[config.mk]
export PLATFORM = sky130hd
export DESIGN_NAME = fpcn_core
export DESIGN_NICKNAME = d
export VERILOG_FILES = /design/src/rtl/fpcn_pkg.sv /design/src/rtl/fpcn_core.sv
export SDC_FILE = /design/constraint.sdc
export NUM_CORES = 1
export LEC_CHECK = 0
export BUFFER_PORTS_ARGS = -buffer_cell sky130_fd_sc_hd__buf_2
export CAP_MARGIN = 10
export CORE_UTILIZATION = 55
export CTS_CLUSTER_DIAMETER = 100
export DETAILED_ROUTE_END_ITERATION = 8
export PLACE_DENSITY = 0.9
export SYNTH_ARGS = -nofsm -noshare
export SYNTH_HDL_FRONTEND = slang
export SYNTH_SLANG_ARGS = --single-unit
[constraint.sdc]
create_clock -name sys_clk -period 34.9 [get_ports sys_clk]
set_input_delay 8.725 -clock sys_clk [delete_from_list [all_inputs] [get_ports sys_clk]]
set_output_delay 8.725 -clock sys_clk [all_outputs]
set_load 0.02 [all_outputs]
[src/rtl/fpcn_pkg.sv]
// package: single-precision word layout, classes and exponent limits
package fpcn_pkg;

  // ==========================================================
  // word layout and raw result carrier
  // ==========================================================
  localparam int FPCN_EXP_W = 8;
  localparam int FPCN_FRAC_W = 23;
  localparam int FPCN_MANT_W = FPCN_FRAC_W + 1;
  localparam int FPCN_RAW_EXP_W = 10;
  localparam int FPCN_WIDE_EXP_W = FPCN_RAW_EXP_W + 1;
  localparam int FPCN_LZ_W = 5;
  localparam int FPCN_QUIET_BIT = FPCN_FRAC_W - 1;

  // sign bit 31, biased exponent 30..23, fraction 22..0
  typedef struct packed {
    logic sign;
    logic [FPCN_EXP_W-1:0] exp;
    logic [FPCN_FRAC_W-1:0] frac;
  } fpcn_word_s;

  // raw result from the pipeline: true exponent, explicit integer bit at the top of mant
  typedef struct packed {
    logic nan;
    logic inf;
    logic sign;
    logic signed [FPCN_RAW_EXP_W-1:0] exp;
    logic [FPCN_MANT_W-1:0] mant;
  } fpcn_raw_s;

  typedef enum logic [2:0] {
    FPCN_ZERO,
    FPCN_DENORM,
    FPCN_NORMAL,
    FPCN_INF,
    FPCN_QNAN,
    FPCN_SNAN
  } fpcn_class_e;

  // ==========================================================
  // exponent constants
  // ==========================================================
  localparam logic [FPCN_EXP_W-1:0] FPCN_EXP_ZERO = 8'h00;
  localparam logic [FPCN_EXP_W-1:0] FPCN_EXP_ALL1 = 8'hFF;
  localparam logic signed [FPCN_WIDE_EXP_W-1:0] FPCN_BIAS = 11'sh07F;
  localparam logic signed [FPCN_WIDE_EXP_W-1:0] FPCN_EXP_MIN = -11'sh07E;
  localparam logic signed [FPCN_WIDE_EXP_W-1:0] FPCN_EXP_MAX = 11'sh07F;
  localparam logic [FPCN_LZ_W-1:0] FPCN_SHIFT_ALL = 5'h19;
  localparam logic [FPCN_WIDE_EXP_W-1:0] FPCN_SHIFT_LIM = 11'h018;

endpackage : fpcn_pkg

[src/rtl/fpcn_core.sv]
// classify, compare and normalize datapath for single-precision words
// Notes on behaviour
// - sign bit 0 means positive, 1 means negative.
// - significand is integer bit plus fraction; integer bit is implied in the word.
// - stored exponent equals true exponent plus 127.
// - leading zeros shifted out left, exponent decremented once per position.
// - biased exponent 1 to 254 classifies as normal finite.
// - exponent field 0 means integer bit zero: denormal, or zero if fraction zero.
// - plus and minus zero compare equal.
// - below -126, shift right one place per increment until -126: denormal.
// - if every bit is shifted out the result is zero.
// - results are normal whenever range allows; denormal only below minimum.
// - underflow flag raised whenever a denormal result is created.
// - denormal-operand flag raised when a source operand is denormal.
// - exponent 255 with zero fraction is infinity signed by sign bit.
// - exponent 255 with nonzero fraction is NaN, any sign.
// - NaN quiet when top fraction bit is one, signaling when zero.
// - a signaling NaN is never emitted as a result.
`timescale 1ns/1ps
`default_nettype none

module fpcn_core (
  input wire logic sys_clk,
  input wire logic reset,
  input wire logic cls_valid,
  input wire fpcn_pkg::fpcn_word_s cls_op_a,
  input wire fpcn_pkg::fpcn_word_s cls_op_b,
  input wire logic norm_valid,
  input wire fpcn_pkg::fpcn_raw_s norm_raw,
  output logic cls_done,
  output fpcn_pkg::fpcn_class_e class_a,
  output fpcn_pkg::fpcn_class_e class_b,
  output logic op_equal,
  output logic denorm_op,
  output logic norm_done,
  output fpcn_pkg::fpcn_word_s norm_word,
  output logic underflow
);
  import fpcn_pkg::*;

  // ==========================================================
  // helper functions
  // ==========================================================
  function automatic fpcn_class_e fpcn_classify(input fpcn_word_s w);
    fpcn_class_e c;
    c = FPCN_NORMAL;
    if (w.exp == FPCN_EXP_ZERO) begin
      c = (w.frac == '0) ? FPCN_ZERO : FPCN_DENORM;
    end else if (w.exp == FPCN_EXP_ALL1) begin
      if (w.frac == '0) begin
        c = FPCN_INF;
      end else begin
        c = w.frac[FPCN_QUIET_BIT] ? FPCN_QNAN : FPCN_SNAN;
      end
    end
    return c;
  endfunction : fpcn_classify

  function automatic logic [FPCN_LZ_W-1:0] fpcn_lzc(input logic [FPCN_MANT_W-1:0] m);
    logic [FPCN_LZ_W-1:0] n;
    logic hit;
    n = '0;
    hit = 1'b0;
    for (int i = FPCN_MANT_W - 1; i >= 0; i--) begin
      if (!hit && m[i]) begin
        hit = 1'b1;
      end else if (!hit) begin
        n = n + 1'b1;
      end
    end
    return n;
  endfunction : fpcn_lzc

  function automatic logic fpcn_is_nan(input fpcn_class_e c);
    return (c == FPCN_QNAN) || (c == FPCN_SNAN);
  endfunction : fpcn_is_nan

  // ==========================================================
  // classify and compare
  // ==========================================================
  fpcn_class_e nxt_class_a;
  fpcn_class_e nxt_class_b;
  logic nxt_equal;
  logic nxt_denorm_op;

  assign nxt_class_a = fpcn_classify(cls_op_a);
  assign nxt_class_b = fpcn_classify(cls_op_b);
  // zeros match whatever their sign; NaN never matches
  assign nxt_equal = ((nxt_class_a == FPCN_ZERO) && (nxt_class_b == FPCN_ZERO)) ||
                     (!fpcn_is_nan(nxt_class_a) && !fpcn_is_nan(nxt_class_b) && (cls_op_a == cls_op_b));
  assign nxt_denorm_op = cls_valid && ((nxt_class_a == FPCN_DENORM) || (nxt_class_b == FPCN_DENORM));

  // ==========================================================
  // normalize and gradual underflow
  // ==========================================================
  logic [FPCN_LZ_W-1:0] lead_zeros;
  logic signed [FPCN_WIDE_EXP_W-1:0] adj_exp;
  logic [FPCN_MANT_W-1:0] mant_left;
  logic tiny;
  logic huge;
  logic [FPCN_WIDE_EXP_W-1:0] right_dist;
  logic [FPCN_LZ_W-1:0] right_sh;
  logic [FPCN_MANT_W-1:0] mant_right;
  logic [FPCN_WIDE_EXP_W-1:0] biased_exp;
  logic mant_zero;
  fpcn_word_s nxt_norm_word;
  logic nxt_underflow;

  assign mant_zero = (norm_raw.mant == '0);
  assign lead_zeros = fpcn_lzc(norm_raw.mant);
  assign mant_left = norm_raw.mant << lead_zeros;
  assign adj_exp = FPCN_WIDE_EXP_W'(norm_raw.exp) - $signed(FPCN_WIDE_EXP_W'(lead_zeros));
  assign tiny = !mant_zero && (adj_exp < FPCN_EXP_MIN);
  assign huge = !mant_zero && (adj_exp > FPCN_EXP_MAX);
  assign right_dist = FPCN_WIDE_EXP_W'(FPCN_EXP_MIN - adj_exp);
  // beyond the width every bit is gone, so clamp rather than carry a wide shifter
  assign right_sh = (right_dist > FPCN_SHIFT_LIM) ? FPCN_SHIFT_ALL : right_dist[FPCN_LZ_W-1:0];
  assign mant_right = mant_left >> right_sh;
  assign biased_exp = FPCN_WIDE_EXP_W'(adj_exp + FPCN_BIAS);

  always_comb begin
    nxt_norm_word.sign = norm_raw.sign;
    nxt_norm_word.exp = biased_exp[FPCN_EXP_W-1:0];
    nxt_norm_word.frac = mant_left[FPCN_FRAC_W-1:0];
    nxt_underflow = 1'b0;
    if (norm_raw.nan) begin
      // payload kept, quiet bit forced so a signaling code never leaves
      nxt_norm_word.exp = FPCN_EXP_ALL1;
      nxt_norm_word.frac = norm_raw.mant[FPCN_FRAC_W-1:0];
      nxt_norm_word.frac[FPCN_QUIET_BIT] = 1'b1;
    end else if (norm_raw.inf || huge) begin
      nxt_norm_word.exp = FPCN_EXP_ALL1;
      nxt_norm_word.frac = '0;
    end else if (mant_zero) begin
      nxt_norm_word.exp = FPCN_EXP_ZERO;
      nxt_norm_word.frac = '0;
    end else if (tiny) begin
      nxt_norm_word.exp = FPCN_EXP_ZERO;
      nxt_norm_word.frac = mant_right[FPCN_FRAC_W-1:0];
      nxt_underflow = 1'b1;
    end
  end

  // ==========================================================
  // output registers
  // ==========================================================
  always_ff @(posedge sys_clk) begin
    if (reset) begin
      cls_done <= 1'b0;
      class_a <= FPCN_ZERO;
      class_b <= FPCN_ZERO;
      op_equal <= 1'b0;
      denorm_op <= 1'b0;
    end else begin
      cls_done <= cls_valid;
      class_a <= nxt_class_a;
      class_b <= nxt_class_b;
      op_equal <= nxt_equal;
      denorm_op <= nxt_denorm_op;
    end
  end

  always_ff @(posedge sys_clk) begin
    if (reset) begin
      norm_done <= 1'b0;
      norm_word <= '0;
      underflow <= 1'b0;
    end else begin
      norm_done <= norm_valid;
      norm_word <= nxt_norm_word;
      underflow <= norm_valid && nxt_underflow;
    end
  end
endmodule : fpcn_core

`default_nettype wire

# Yosys cells after proc, flatten, opt, wreduce, memory -nomap -nowiden
# Cells that the tools add are included.
# op_classes
n_reduce_logical,68
order_cmp,3
div_mod_pow,0
shift,2
n_eq_ne,9
n_mux,89
addsub,26
mul,0
bitwise_logic,0
# op_table
operator,count
5-bit 2-to-1 mux,47
31-bit 2-to-1 mux,4
"5-bit by 1-bit adder with 5-bit output, second input constant",23
23-bit zero test,2
32-bit == test,1
1-bit 2-to-1 mux,32
1-bit logical AND,30
1-bit zero test,26
24-bit zero test,1
24-bit by 5-bit left shift with 24-bit output,1
24-bit by 5-bit right shift with 23-bit output,1
3-bit 2-to-1 mux,6
"8-bit == test, second input constant",2
8-bit zero test,2
"3-bit == test, second input constant",4
"11-bit by 5-bit > comparator with 1-bit output, second input constant",1
"11-bit by 8-bit > comparator with 1-bit output, second input constant",1
"11-bit by 8-bit < comparator with 1-bit output, second input constant",1
10-bit by 6-bit subtractor with 11-bit output,1
"8-bit by 11-bit subtractor with 11-bit output, first input constant",1
"8-bit adder, second input constant",1
"3-bit by 1-bit == test with 1-bit output, second input constant",2
3-bit zero test,2
1-bit logical OR,5
# totals
romBits,0
register_bits,43
in_bits,105
elab_cells,207
out_inout_bits,43
ram_bits,0
memories,0
latch_bits,0

# Logic depth before layout (Yosys ltp)
# Gate-level depths: netlist (run 1).
# depth
depth_word,79
ltp_mapped,98
mapped_depth_nobuf,93

# Worst setup path after synthesis (run 1)
# OpenSTA, ideal clock, no wires.
# synth_path
path_kind,input to register
startpoint,input port norm_raw[22] (netlist bit)
endpoint,register norm_word[7] (netlist bit)
setup_ns,0.117
t_arrival_ns,27.138
required_time_ns,34.783
path_buffers,5
path_slack_ns,7.645
path_stages,96
path_cell_list,buf_6 nor2b_1 ha_1 a31oi_1 nor2_1 ha_1 nand2b_1 a21boi_0 ha_1 nand2_1 nand2_1 ha_1 nor2b_1 a21oi_1 o21ai_0 ha_1 inv_1 o21ai_0 [... 60 more ...] buf_1 ha_1 o211a_1 or4_1 and3_1 a211o_1 a211oi_1 and3_1 clkbuf_1 buf_1 buf_1 mux2i_1 nor2_1 nor2_1 mux2i_1 a221oi_1 o21ai_0 a32o_1
# synth_between
elab_chain_len,77
word_cells_on_any_way,151
cone_classes,24 x add/sub; 3 x order compare; 2 x shift; 72 x mux; 50 x reduce/logical
# synth_lines
element,line_no,rtl
"start, declared",fpcn_core.sv:29,"input wire fpcn_pkg::fpcn_raw_s norm_raw,"
1-bit logical AND,fpcn_core.sv:65,if (!hit && m[i]) begin
5-bit 2-to-1 mux or 1-bit 2-to-1 mux (tied branches),fpcn_core.sv:65,
5-bit by 1-bit adder with 5-bit output or 1-bit zero test (tied branches),-,
5-bit 2-to-1 mux or 1-bit logical AND (tied branches),"fpcn_core.sv:67, fpcn_core.sv:65",
5-bit 2-to-1 mux or 1-bit 2-to-1 mux (tied branches),fpcn_core.sv:65,
5-bit by 1-bit adder with 5-bit output or 1-bit zero test (tied branches),-,
5-bit 2-to-1 mux or 1-bit logical AND (tied branches),"fpcn_core.sv:67, fpcn_core.sv:65",
5-bit 2-to-1 mux or 1-bit 2-to-1 mux (tied branches),fpcn_core.sv:65,
[... 61 more ...],-,
8-bit by 11-bit subtractor with 11-bit output,fpcn_core.sv:115,assign right_dist = FPCN_WIDE_EXP_W'(FPCN_EXP_MIN - adj_exp);
11-bit by 5-bit > comparator with 1-bit output,fpcn_core.sv:117,assign right_sh = (right_dist > FPCN_SHIFT_LIM) ? FPCN_SHIFT_ALL : right_dist[FPCN_LZ_W-1:0];
5-bit 2-to-1 mux,fpcn_core.sv:117,
24-bit by 5-bit right shift with 23-bit output,fpcn_core.sv:118,assign mant_right = mant_left >> right_sh;
31-bit 2-to-1 mux,fpcn_core.sv:137,end else if (tiny) begin
31-bit 2-to-1 mux,fpcn_core.sv:134,end else if (mant_zero) begin
31-bit 2-to-1 mux *,fpcn_core.sv:131,end else if (norm_raw.inf || huge) begin
31-bit 2-to-1 mux *,fpcn_core.sv:126,if (norm_raw.nan) begin
"end signal, assigned",fpcn_core.sv:170,norm_word <= nxt_norm_word;
"end, declared",fpcn_core.sv:36,"output fpcn_pkg::fpcn_word_s norm_word,"
# Every way passes the cells marked *; elsewhere a longest branch is shown, timed or not.
# A chain may end at the register's enable or synchronous reset.

# Final worst setup path (run 1)
# layout_path
startpoint,input port norm_raw[22] (netlist bit)
endpoint,register norm_word[22] (netlist bit)
# The elaborated chain is that of the path after synthesis.

==> results of run 1 <==
[state kept, by name, indices dropped and copies added, names as in the netlist]
register	flops
norm_done	1
denorm_op	1
cls_done	1
class_b	3
class_a	3
op_equal	1
underflow	1
norm_word	32
[worst max-delay path by stage]
| stage | startpoint | to | slack, ns | cells past startpoint |
|---|---|---|---|---|
| 6_report | norm_raw[22] | norm_word[22] | 5.87 | 96 |
| 5_1_grt | norm_raw[22] | norm_word[22] | 4.16 | 96 |
| 4_1_cts | norm_raw[22] | norm_word[22] | 6.04 | 96 |
| 3_5_place_dp | norm_raw[22] | norm_word[22] | 5.82 | 96 |
| 3_3_place_gp | norm_raw[22] | norm_word[13] | 6.46 | 96 |
| 2_1_floorplan | norm_raw[22] | norm_word[7] | 7.64 | 96 |
[cell usage after synthesis, types with 6 or more instances]
| cell type | instances |
|---|---|
| nor2_1 | 116 |
| or3_1 | 15 |
| nand2b_1 | 11 |
| o21a_1 | 13 |
| or4_1 | 8 |
| a21o_1 | 12 |
| a22oi_1 | 13 |
| o211ai_1 | 11 |
| nor2b_1 | 22 |
| mux2_2 | 27 |
| inv_1 | 33 |
| nor3_1 | 44 |
| o22ai_1 | 6 |
| xor2_1 | 52 |
| nand2_1 | 112 |
| o31ai_1 | 7 |
| nand4_1 | 14 |
| buf_1 | 7 |
| dfxtp_1 | 43 |
| nor4_1 | 30 |
| o21ai_0 | 47 |
| xnor2_1 | 24 |
| mux2i_1 | 100 |
| a211oi_1 | 10 |
| a31oi_1 | 12 |
| buf_2 | 7 |
| nand3_1 | 18 |
| clkbuf_1 | 49 |
| a21oi_1 | 61 |
| ha_1 | 31 |
| and3_1 | 12 |
| and2_1 | 19 |
| a221oi_1 | 7 |
[metal layers]
layer	part of all wire [%]	GRT usage [%]
met2	47	59.9
met3	7.4	5.95
met5	0	0
met4	4.5	17.1
met1	41	43.7
[report_power, final]
group | internal [W] | total (W) | switching [W]
Sequential | 0.0000518 | 0.0000526 | 0.000000822
Clock | 0.0000280 | 0.0000472 | 0.0000192
Combinational | 0.0000402 | 0.000109 | 0.0000691
Total | 0.000120 | 0.000209 | 0.0000892
[per-stage QoR]
| step | worst slack (ns) | hold WS (ns) |
|---|---|---|
| floorplan | 7.64 | 8.80 |
| global placement | 6.46 | 8.94 |
| detailed placement | 5.82 | 8.95 |
| CTS | 6.04 | 8.65 |
| global route | 4.16 | 8.65 |
| finish | 5.87 | 8.65 |
[cell families (layout without fill, tap and decap cells)]
logic type / Yosys count / count (layout) / synth area share [%]
DFF: 43 / 43 / 10.7
AOI/OAI and AO/OA: 261 / 261 / 22.1
muxes: 130 / 130 / 16.9
and+or+nand+nor: 446 / 446 / 27.8
adders and majority gates: 36 / 36 / 5.58
xor gates and xnor gates: 87 / 87 / 11.4
buffers and inverters: 105 / 204 / 5.55
[critical path: cells and delay by family]
family / cells / cell delay [ns]
XOR/XNOR: 5 / 0.92
AND/OR/NAND/NOR: 30 / 4.18
multiplexers: 8 / 1.77
adder cells (fa/ha/maj): 21 / 6.65
buffers and inverters: 7 / 1.58
AO/OA/AOI/OAI: 25 / 5.38
[layout make-up]
cell class	instances	area (um2)
clock buffer	6	139
clock inverter	1	5.00
fill	1293	5110
inverter	36	135
multi-input combinational	960	6720
sequential	43	861
tap	180	225
timing repair buffer	161	841
==> summary.md, run 1 <==
| Metric | Value |
|---|---|
| Cell Area, Placed | `between 8000 and 9000 um2` |
| Commonest cells after routing, fill and taps aside | `buf_2, nor2_1, nand2_1` |
| Setup Total Neg Slack | `0 ns` |
| Most frequent CP cell | `ha_1` |
| CTS tree | `yes` |
| Min Clock Period, post-route | `29.03 ns` |
| FMAX | `0.0344 GHz` |
| Post-CTS Setup Inserts | `0` |
| Most used DFF post-synth | `dfxtp_1` |
| Slowest stage cell, crit path | `a2111oi_0` |
| Initial antenna violation count | `0` |
| EDFF count, synth | `0` |
| Io pins | `roughly 150` |
| Power Density | `around 23 nW/um2` |
| Register area share after synthesis | `10.7%` |
| Routability cong. | `around 1.0` |
| Total gr overflow | `0` |
| Netlist Area Pre-Place | `8020 um2` |
| Global-route wire length before repair | `42,400 um` |
| Synth Instances | `approximately 1,100` |
| Yosys top cell by area | `mux2i_1` |
| Worst hold path class | `input port to flop` |
| Finished Cell Area | `8930 um2` |
| Area contributors post-synth | `mux2i_1, dfxtp_1, xor2_1` |
| Layout cell share with drive strength beyond 1 | `18.6%` |
| 1st-pass router iterations | `6` |
| RSZ-0062 raised after global routing | `false` |
| Static Leak | `3.98 nW` |
| Crit path required time | `35.11 ns` |
| Non-Filler Instances | `1,387` |
| Via density | `approximately 6.5` |
| Slew Limit Fails | `0` |
| H-tree levels | `2` |
| PnR Total Power | `0.000209 W` |
| Overall routing resource usage | `35.5%` |
| Max_slew headroom | `37.2%` |
| Placed cells | `~1,400` |
| Syn_nets | `1,245` |
| Tcrit/Tclk final | `83.2%` |
| Critical path class | `input port to flop` |
| Util after Layout | `63.6%` |
| Outcome | `completed` |
| CP startpoint kind | `input port` |
| CTS root buf | `clkbuf_16` |
| Largest net degree at the start of global routing | `37` |
| Post-CTS sizing | `0` |
| Bufs on Longest Clock Path | `2` |
| Core area | `14,000 um2` |
| Clock slew at reported path FFs | `~0.06 ns` |
| Sink Count | `43` |
| Most common cell after layout, fill and taps aside | `buf_2` |
| Worst vdd ir | `between 0.00002 and 0.000025 V` |
| Port Buf Inserts | `between 100 and 150` |
| Yosys reg bits | `43` |
| Rows | `43` |
| Total wire length | `~27,000 um` |
| Worst path arrival time | `between 20 and 30 ns` |
| CP Max Fanout | `36` |
| Max incr delay on CP | `around 0.71 ns` |
| Worst Setup End Kind | `flop` |
| Die width | `~120 um` |
| Unique masters post-synth | `91` |
| Yosys warning count | `0` |
| DRT antenna net count | `0` |
| DIE HEIGHT | `123 um` |
| Post-DP HPWL | `21,600 um` |
| Area growth syn-to-layout | `11.3%` |
| Worst Hold End | `norm_word[31]` |
| Initial detailed-routing violation count | `about 840` |
| Setup Viol. Count Final | `0` |
| Hold Path Cell Cnt | `2` |
| DR WL/cell | `slightly below 20 um` |
| Die area | `approximately 15,000 um2` |
| DRC | `0` |
| Post-synth ARST share | `0%` |
| Max_cap viols | `0` |
| Slew @ Worst Pin | `0.918 ns` |
| Hold-fix buffers, CTS | `0` |
| Vias post-DR | `9,003` |
| # diodes | `0` |
| Initial Util | `between 50% and 60%` |
| Yosys top cell area share | `12.5%` |
| Final hold viol count | `0` |
| Fin nets | `between 1,000 and 1,500` |
| Syn_area_per_cell | `a little over 7 um2` |
| Hold Startpoint | `norm_raw[34]` |
| Vias in the first global route | `between 8,000 and 9,000` |
| Total CTS buffers | `5` |
Note: power is estimated with default switching activity, not from simulation.
==> inputs of run 2 (changes only) <==
--- a/config.mk
+++ b/config.mk
@@ -7,10 +7,10 @@
 export LEC_CHECK = 0
 export BUFFER_PORTS_ARGS = -buffer_cell sky130_fd_sc_hd__buf_2
 export CAP_MARGIN = 10
-export CORE_UTILIZATION = 55
+export CORE_UTILIZATION = 53
 export CTS_CLUSTER_DIAMETER = 100
 export DETAILED_ROUTE_END_ITERATION = 8
-export PLACE_DENSITY = 0.9
+export PLACE_DENSITY = 0.91
 export SYNTH_ARGS = -nofsm -noshare
 export SYNTH_HDL_FRONTEND = slang
 export SYNTH_SLANG_ARGS = --single-unit
==> constraint.sdc (replaced) <==
create_clock -name sys_clk -period 25.9 [get_ports sys_clk]
set_input_delay 6.475 -clock sys_clk [delete_from_list [all_inputs] [get_ports sys_clk]]
set_output_delay 6.475 -clock sys_clk [all_outputs]
set_load 0.02 [all_outputs]
==> run 2 against run 1 <==
  * The flow now finishes with violations (design-rule violations)
  * Global-route usage fell by 0.92 points
  * Utilization fell by 1.1 points
  * Worst setup slack got worse by 4.8 ns
  * Final cell count rose by 1.2%
  * Highest routed layer unchanged
  * Cell area rose by 2.5%
  * Non-clock buffer count rose by 12
  * Largest power group unchanged
  * Power rose by 38%
  * Via count rose by 1.0%
==> summary.md, run 2 (synthesis results as in run 1) <==
| Metric | Value |
|---|---|
| Initial detailed-routing violation count | `952 (was 841)` |
| Min Clock Period, post-route | `between 20 and 25 ns` |
| Tcrit/Tclk final | `96.0%` |
| H-tree levels | `2 (unchanged)` |
| Max_slew headroom | `26.9% (was 37.2%)` |
| Busiest layer in global routing | `met2 (unchanged)` |
| Slowest stage cell, crit path | `or4_4 (was a2111oi_0)` |
| Total CTS buffers | `5 (unchanged)` |
| Vias post-DR | `9,094 (was 9,003)` |
| Initial antenna violation count | `0 (unchanged)` |
| Max_cap viols | `0 (unchanged)` |
| Io pins | `148 (unchanged)` |
| CP Max Fanout | `9 (was 36)` |
| Die width | `125 um (was 123 um)` |
| DRC | `12 (was 0)` |
| Routability cong. | `1.05 (was 1.01)` |
| Placed cells | `1,391 (was 1,380)` |
| Clock slew at reported path FFs | `0.06 ns (about the same)` |
| Layout cell share with drive strength beyond 1 | `21.4% (was 18.6%)` |
| Power Density | `31.6 nW/um2 (was 23.4 nW/um2)` |
| Fin nets | `1,356 (was 1,344)` |
| Slew @ Worst Pin | `1.09 ns (was 0.918 ns)` |
| FMAX | `0.0402 GHz` |
| Total wire length | `27,800 um (was 27,200 um)` |
| CP startpoint kind | `input port (unchanged)` |
| Global-route wire length before repair | `44,200 um (was 42,400 um)` |
| Clock power frac | `23.0% (was 22.5%)` |
| Port Buf Inserts | `147 (unchanged)` |
| Rows | `44 (was 43)` |
| DR WL/cell | `19.8 um (was 19.6 um)` |
| Worst Setup End Kind | `flop (unchanged)` |
| Post-DP HPWL | `22,000 um (was 21,600 um)` |
| Non-Filler Instances | `1,404 (was 1,387)` |
| Worst Hold End | `norm_word[31] (unchanged)` |
| Final hold viol count | `0 (unchanged)` |
| Most common cell after layout, fill and taps aside | `buf_2 (unchanged)` |
| Setup Viol. Count Final | `0 (unchanged)` |
| Top flop regs | `norm_word: 32 flops, class_a: 3 flops, class_b: 3 flops (unchanged)` |
| Internal Power | `0.000165 W (was 0.000120 W)` |
| Hold Startpoint | `norm_raw[34] (unchanged)` |
| Top Family by Delay on Critical Path | `adder cells (unchanged)` |
| Worst hold path class | `input port to flop (unchanged)` |
| Max incr delay on CP | `0.52 ns (was 0.71 ns)` |
| Sequential Power Share | `24.6% (was 25.2%)` |
| Overall routing resource usage | `34.6% (was 35.5%)` |
| Largest net degree at the start of global routing | `36 (was 37)` |
| Most flops, register | `norm_word (unchanged)` |
| Critical path class | `input port to flop (unchanged)` |
| Grt met2 use | `58.5% (was 59.9%)` |
| Worst path arrival time | `25.06 ns (was 29.24 ns)` |
| Filler Cell Count | `1,300 (was 1,293)` |
| Sink Count | `43 (unchanged)` |
| # diodes | `0 (unchanged)` |
| Vias in the first global route | `8,618 (was 8,532)` |
| Slew Limit Fails | `0 (unchanged)` |
| Bufs on Longest Clock Path | `2 (unchanged)` |
| Die area | `15,600 um2 (was 15,100 um2)` |
| DIE HEIGHT | `125 um (was 123 um)` |
| 1st-pass router iterations | `8 (was 6)` |
| Crit path required time | `26.09 ns (was 35.11 ns)` |
| Via density | `6.48 (was 6.49)` |
| Comb power frac | `52.4% (was 52.3%)` |
| Grt met3 use | `4.28% (was 5.95%)` |
| Failing checks | `design-rule violations` |
| Area growth syn-to-layout | `14.0% (was 11.3%)` |
| Most frequent CP cell | `ha_1 (unchanged)` |
| Static Leak | `4.05 nW (was 3.98 nW)` |
| DRT antenna net count | `0 (unchanged)` |
| Core area | `14,600 um2 (was 14,000 um2)` |
| Max FFs per register | `32 (unchanged)` |
| Worst vdd ir | `0.0000281 V (was 0.0000220 V)` |
| Buf/Inv on CP | `6 (was 7)` |
| Sw power | `0.000124 W (was 0.0000892 W)` |
| Commonest cells after routing, fill and taps aside | `buf_2, nor2_1, nand2_1 (unchanged)` |
| Outcome | `complete, but fails checks (was completed)` |
| CTS tree | `yes (unchanged)` |
| Sw frac | `43.0% (was 42.6%)` |
| Total gr overflow | `0 (unchanged)` |
| PnR Total Power | `0.000289 W (was 0.000209 W)` |
| CTS root buf | `clkbuf_16 (unchanged)` |
| Hold Path Cell Cnt | `2 (unchanged)` |
| Met1 Track Usage GR | `44.2% (was 43.7%)` |
| Initial Util | `54.8% (was 57.1%)` |
run 2: cell count changes in the layout (fill, tap and decap cells not counted), moves of 3 or more:
cell and delta:
a2111oi_0 -3, o21ai_1 +4, o21ai_0 -5, buf_4 +10
run 2: final cells by class:
| cell class | count | area [um2] | share of cell area [%] |
|---|---|---|---|
| Multi-Input combinational cell | 960 | 6830 | 74.6 |
| Timing Repair Buffer | 173 | 938 | 10.3 |
| Sequential cell | 43 | 861 | 9.41 |
| Tap cell | 184 | 230 | 2.52 |
| Clock buffer | 6 | 139 | 1.52 |
| Inverter | 36 | 139 | 1.52 |
| Clock inverter | 2 | 16.3 | 0.178 |
run 2: worst max-delay path by stage:
stage                                to  slack, ns  cells after the start         start
after global routing      norm_word[15]      -0.11                     94  norm_raw[22]
after global placement    norm_word[15]       0.42                     94  norm_raw[22]
final                      norm_word[0]       1.04                     95  norm_raw[22]
after detailed placement  norm_word[15]      -0.05                     94  norm_raw[22]
after CTS                 norm_word[15]       0.20                     94  norm_raw[22]
after floorplan            norm_word[7]       0.89                     96  norm_raw[22]
run 2: stage by stage:
step	TNS [ns]	instance area (um2)	hold WS, ns	util [%]	setup WS [ns]
finish	0	9150	6.39	62.5	1.04
global route	-0.569	9150	6.40	62.5	-0.114
CTS	0	9000	6.40	61.4	0.195
detailed placement	-0.0685	8840	6.69	60.4	-0.0493
global placement	0	8840	6.68	60.4	0.425
floorplan	0	8020	6.55	-	0.895
run 2: what timing repair did:
action                     CTS  global route
setup endpoints to repair    0            31
setup buffers                0             4
gates resized for setup      0            36
hold buffers                 0             0
run 2: power groups by stage:
stage	Clock (W)	Combinational, W	Sequential, W
after global placement	0	0.000143	0.0000724
after global routing	0.0000688	0.000163	0.0000712
after floorplan	0	0.0000927	0.0000769
after CTS	0.0000654	0.000144	0.0000710
after detailed placement	0	0.000144	0.0000723
final	0.0000665	0.000151	0.0000710
run 2: layer usage:
layer | vias to the layer above | share of wire, %
li1 | 4296 | -
met1 | 4234 | 41
met2 | 479 | 47
met3 | 85 | 7.4
met4 | 0 | 4.6
met5 | - | 0
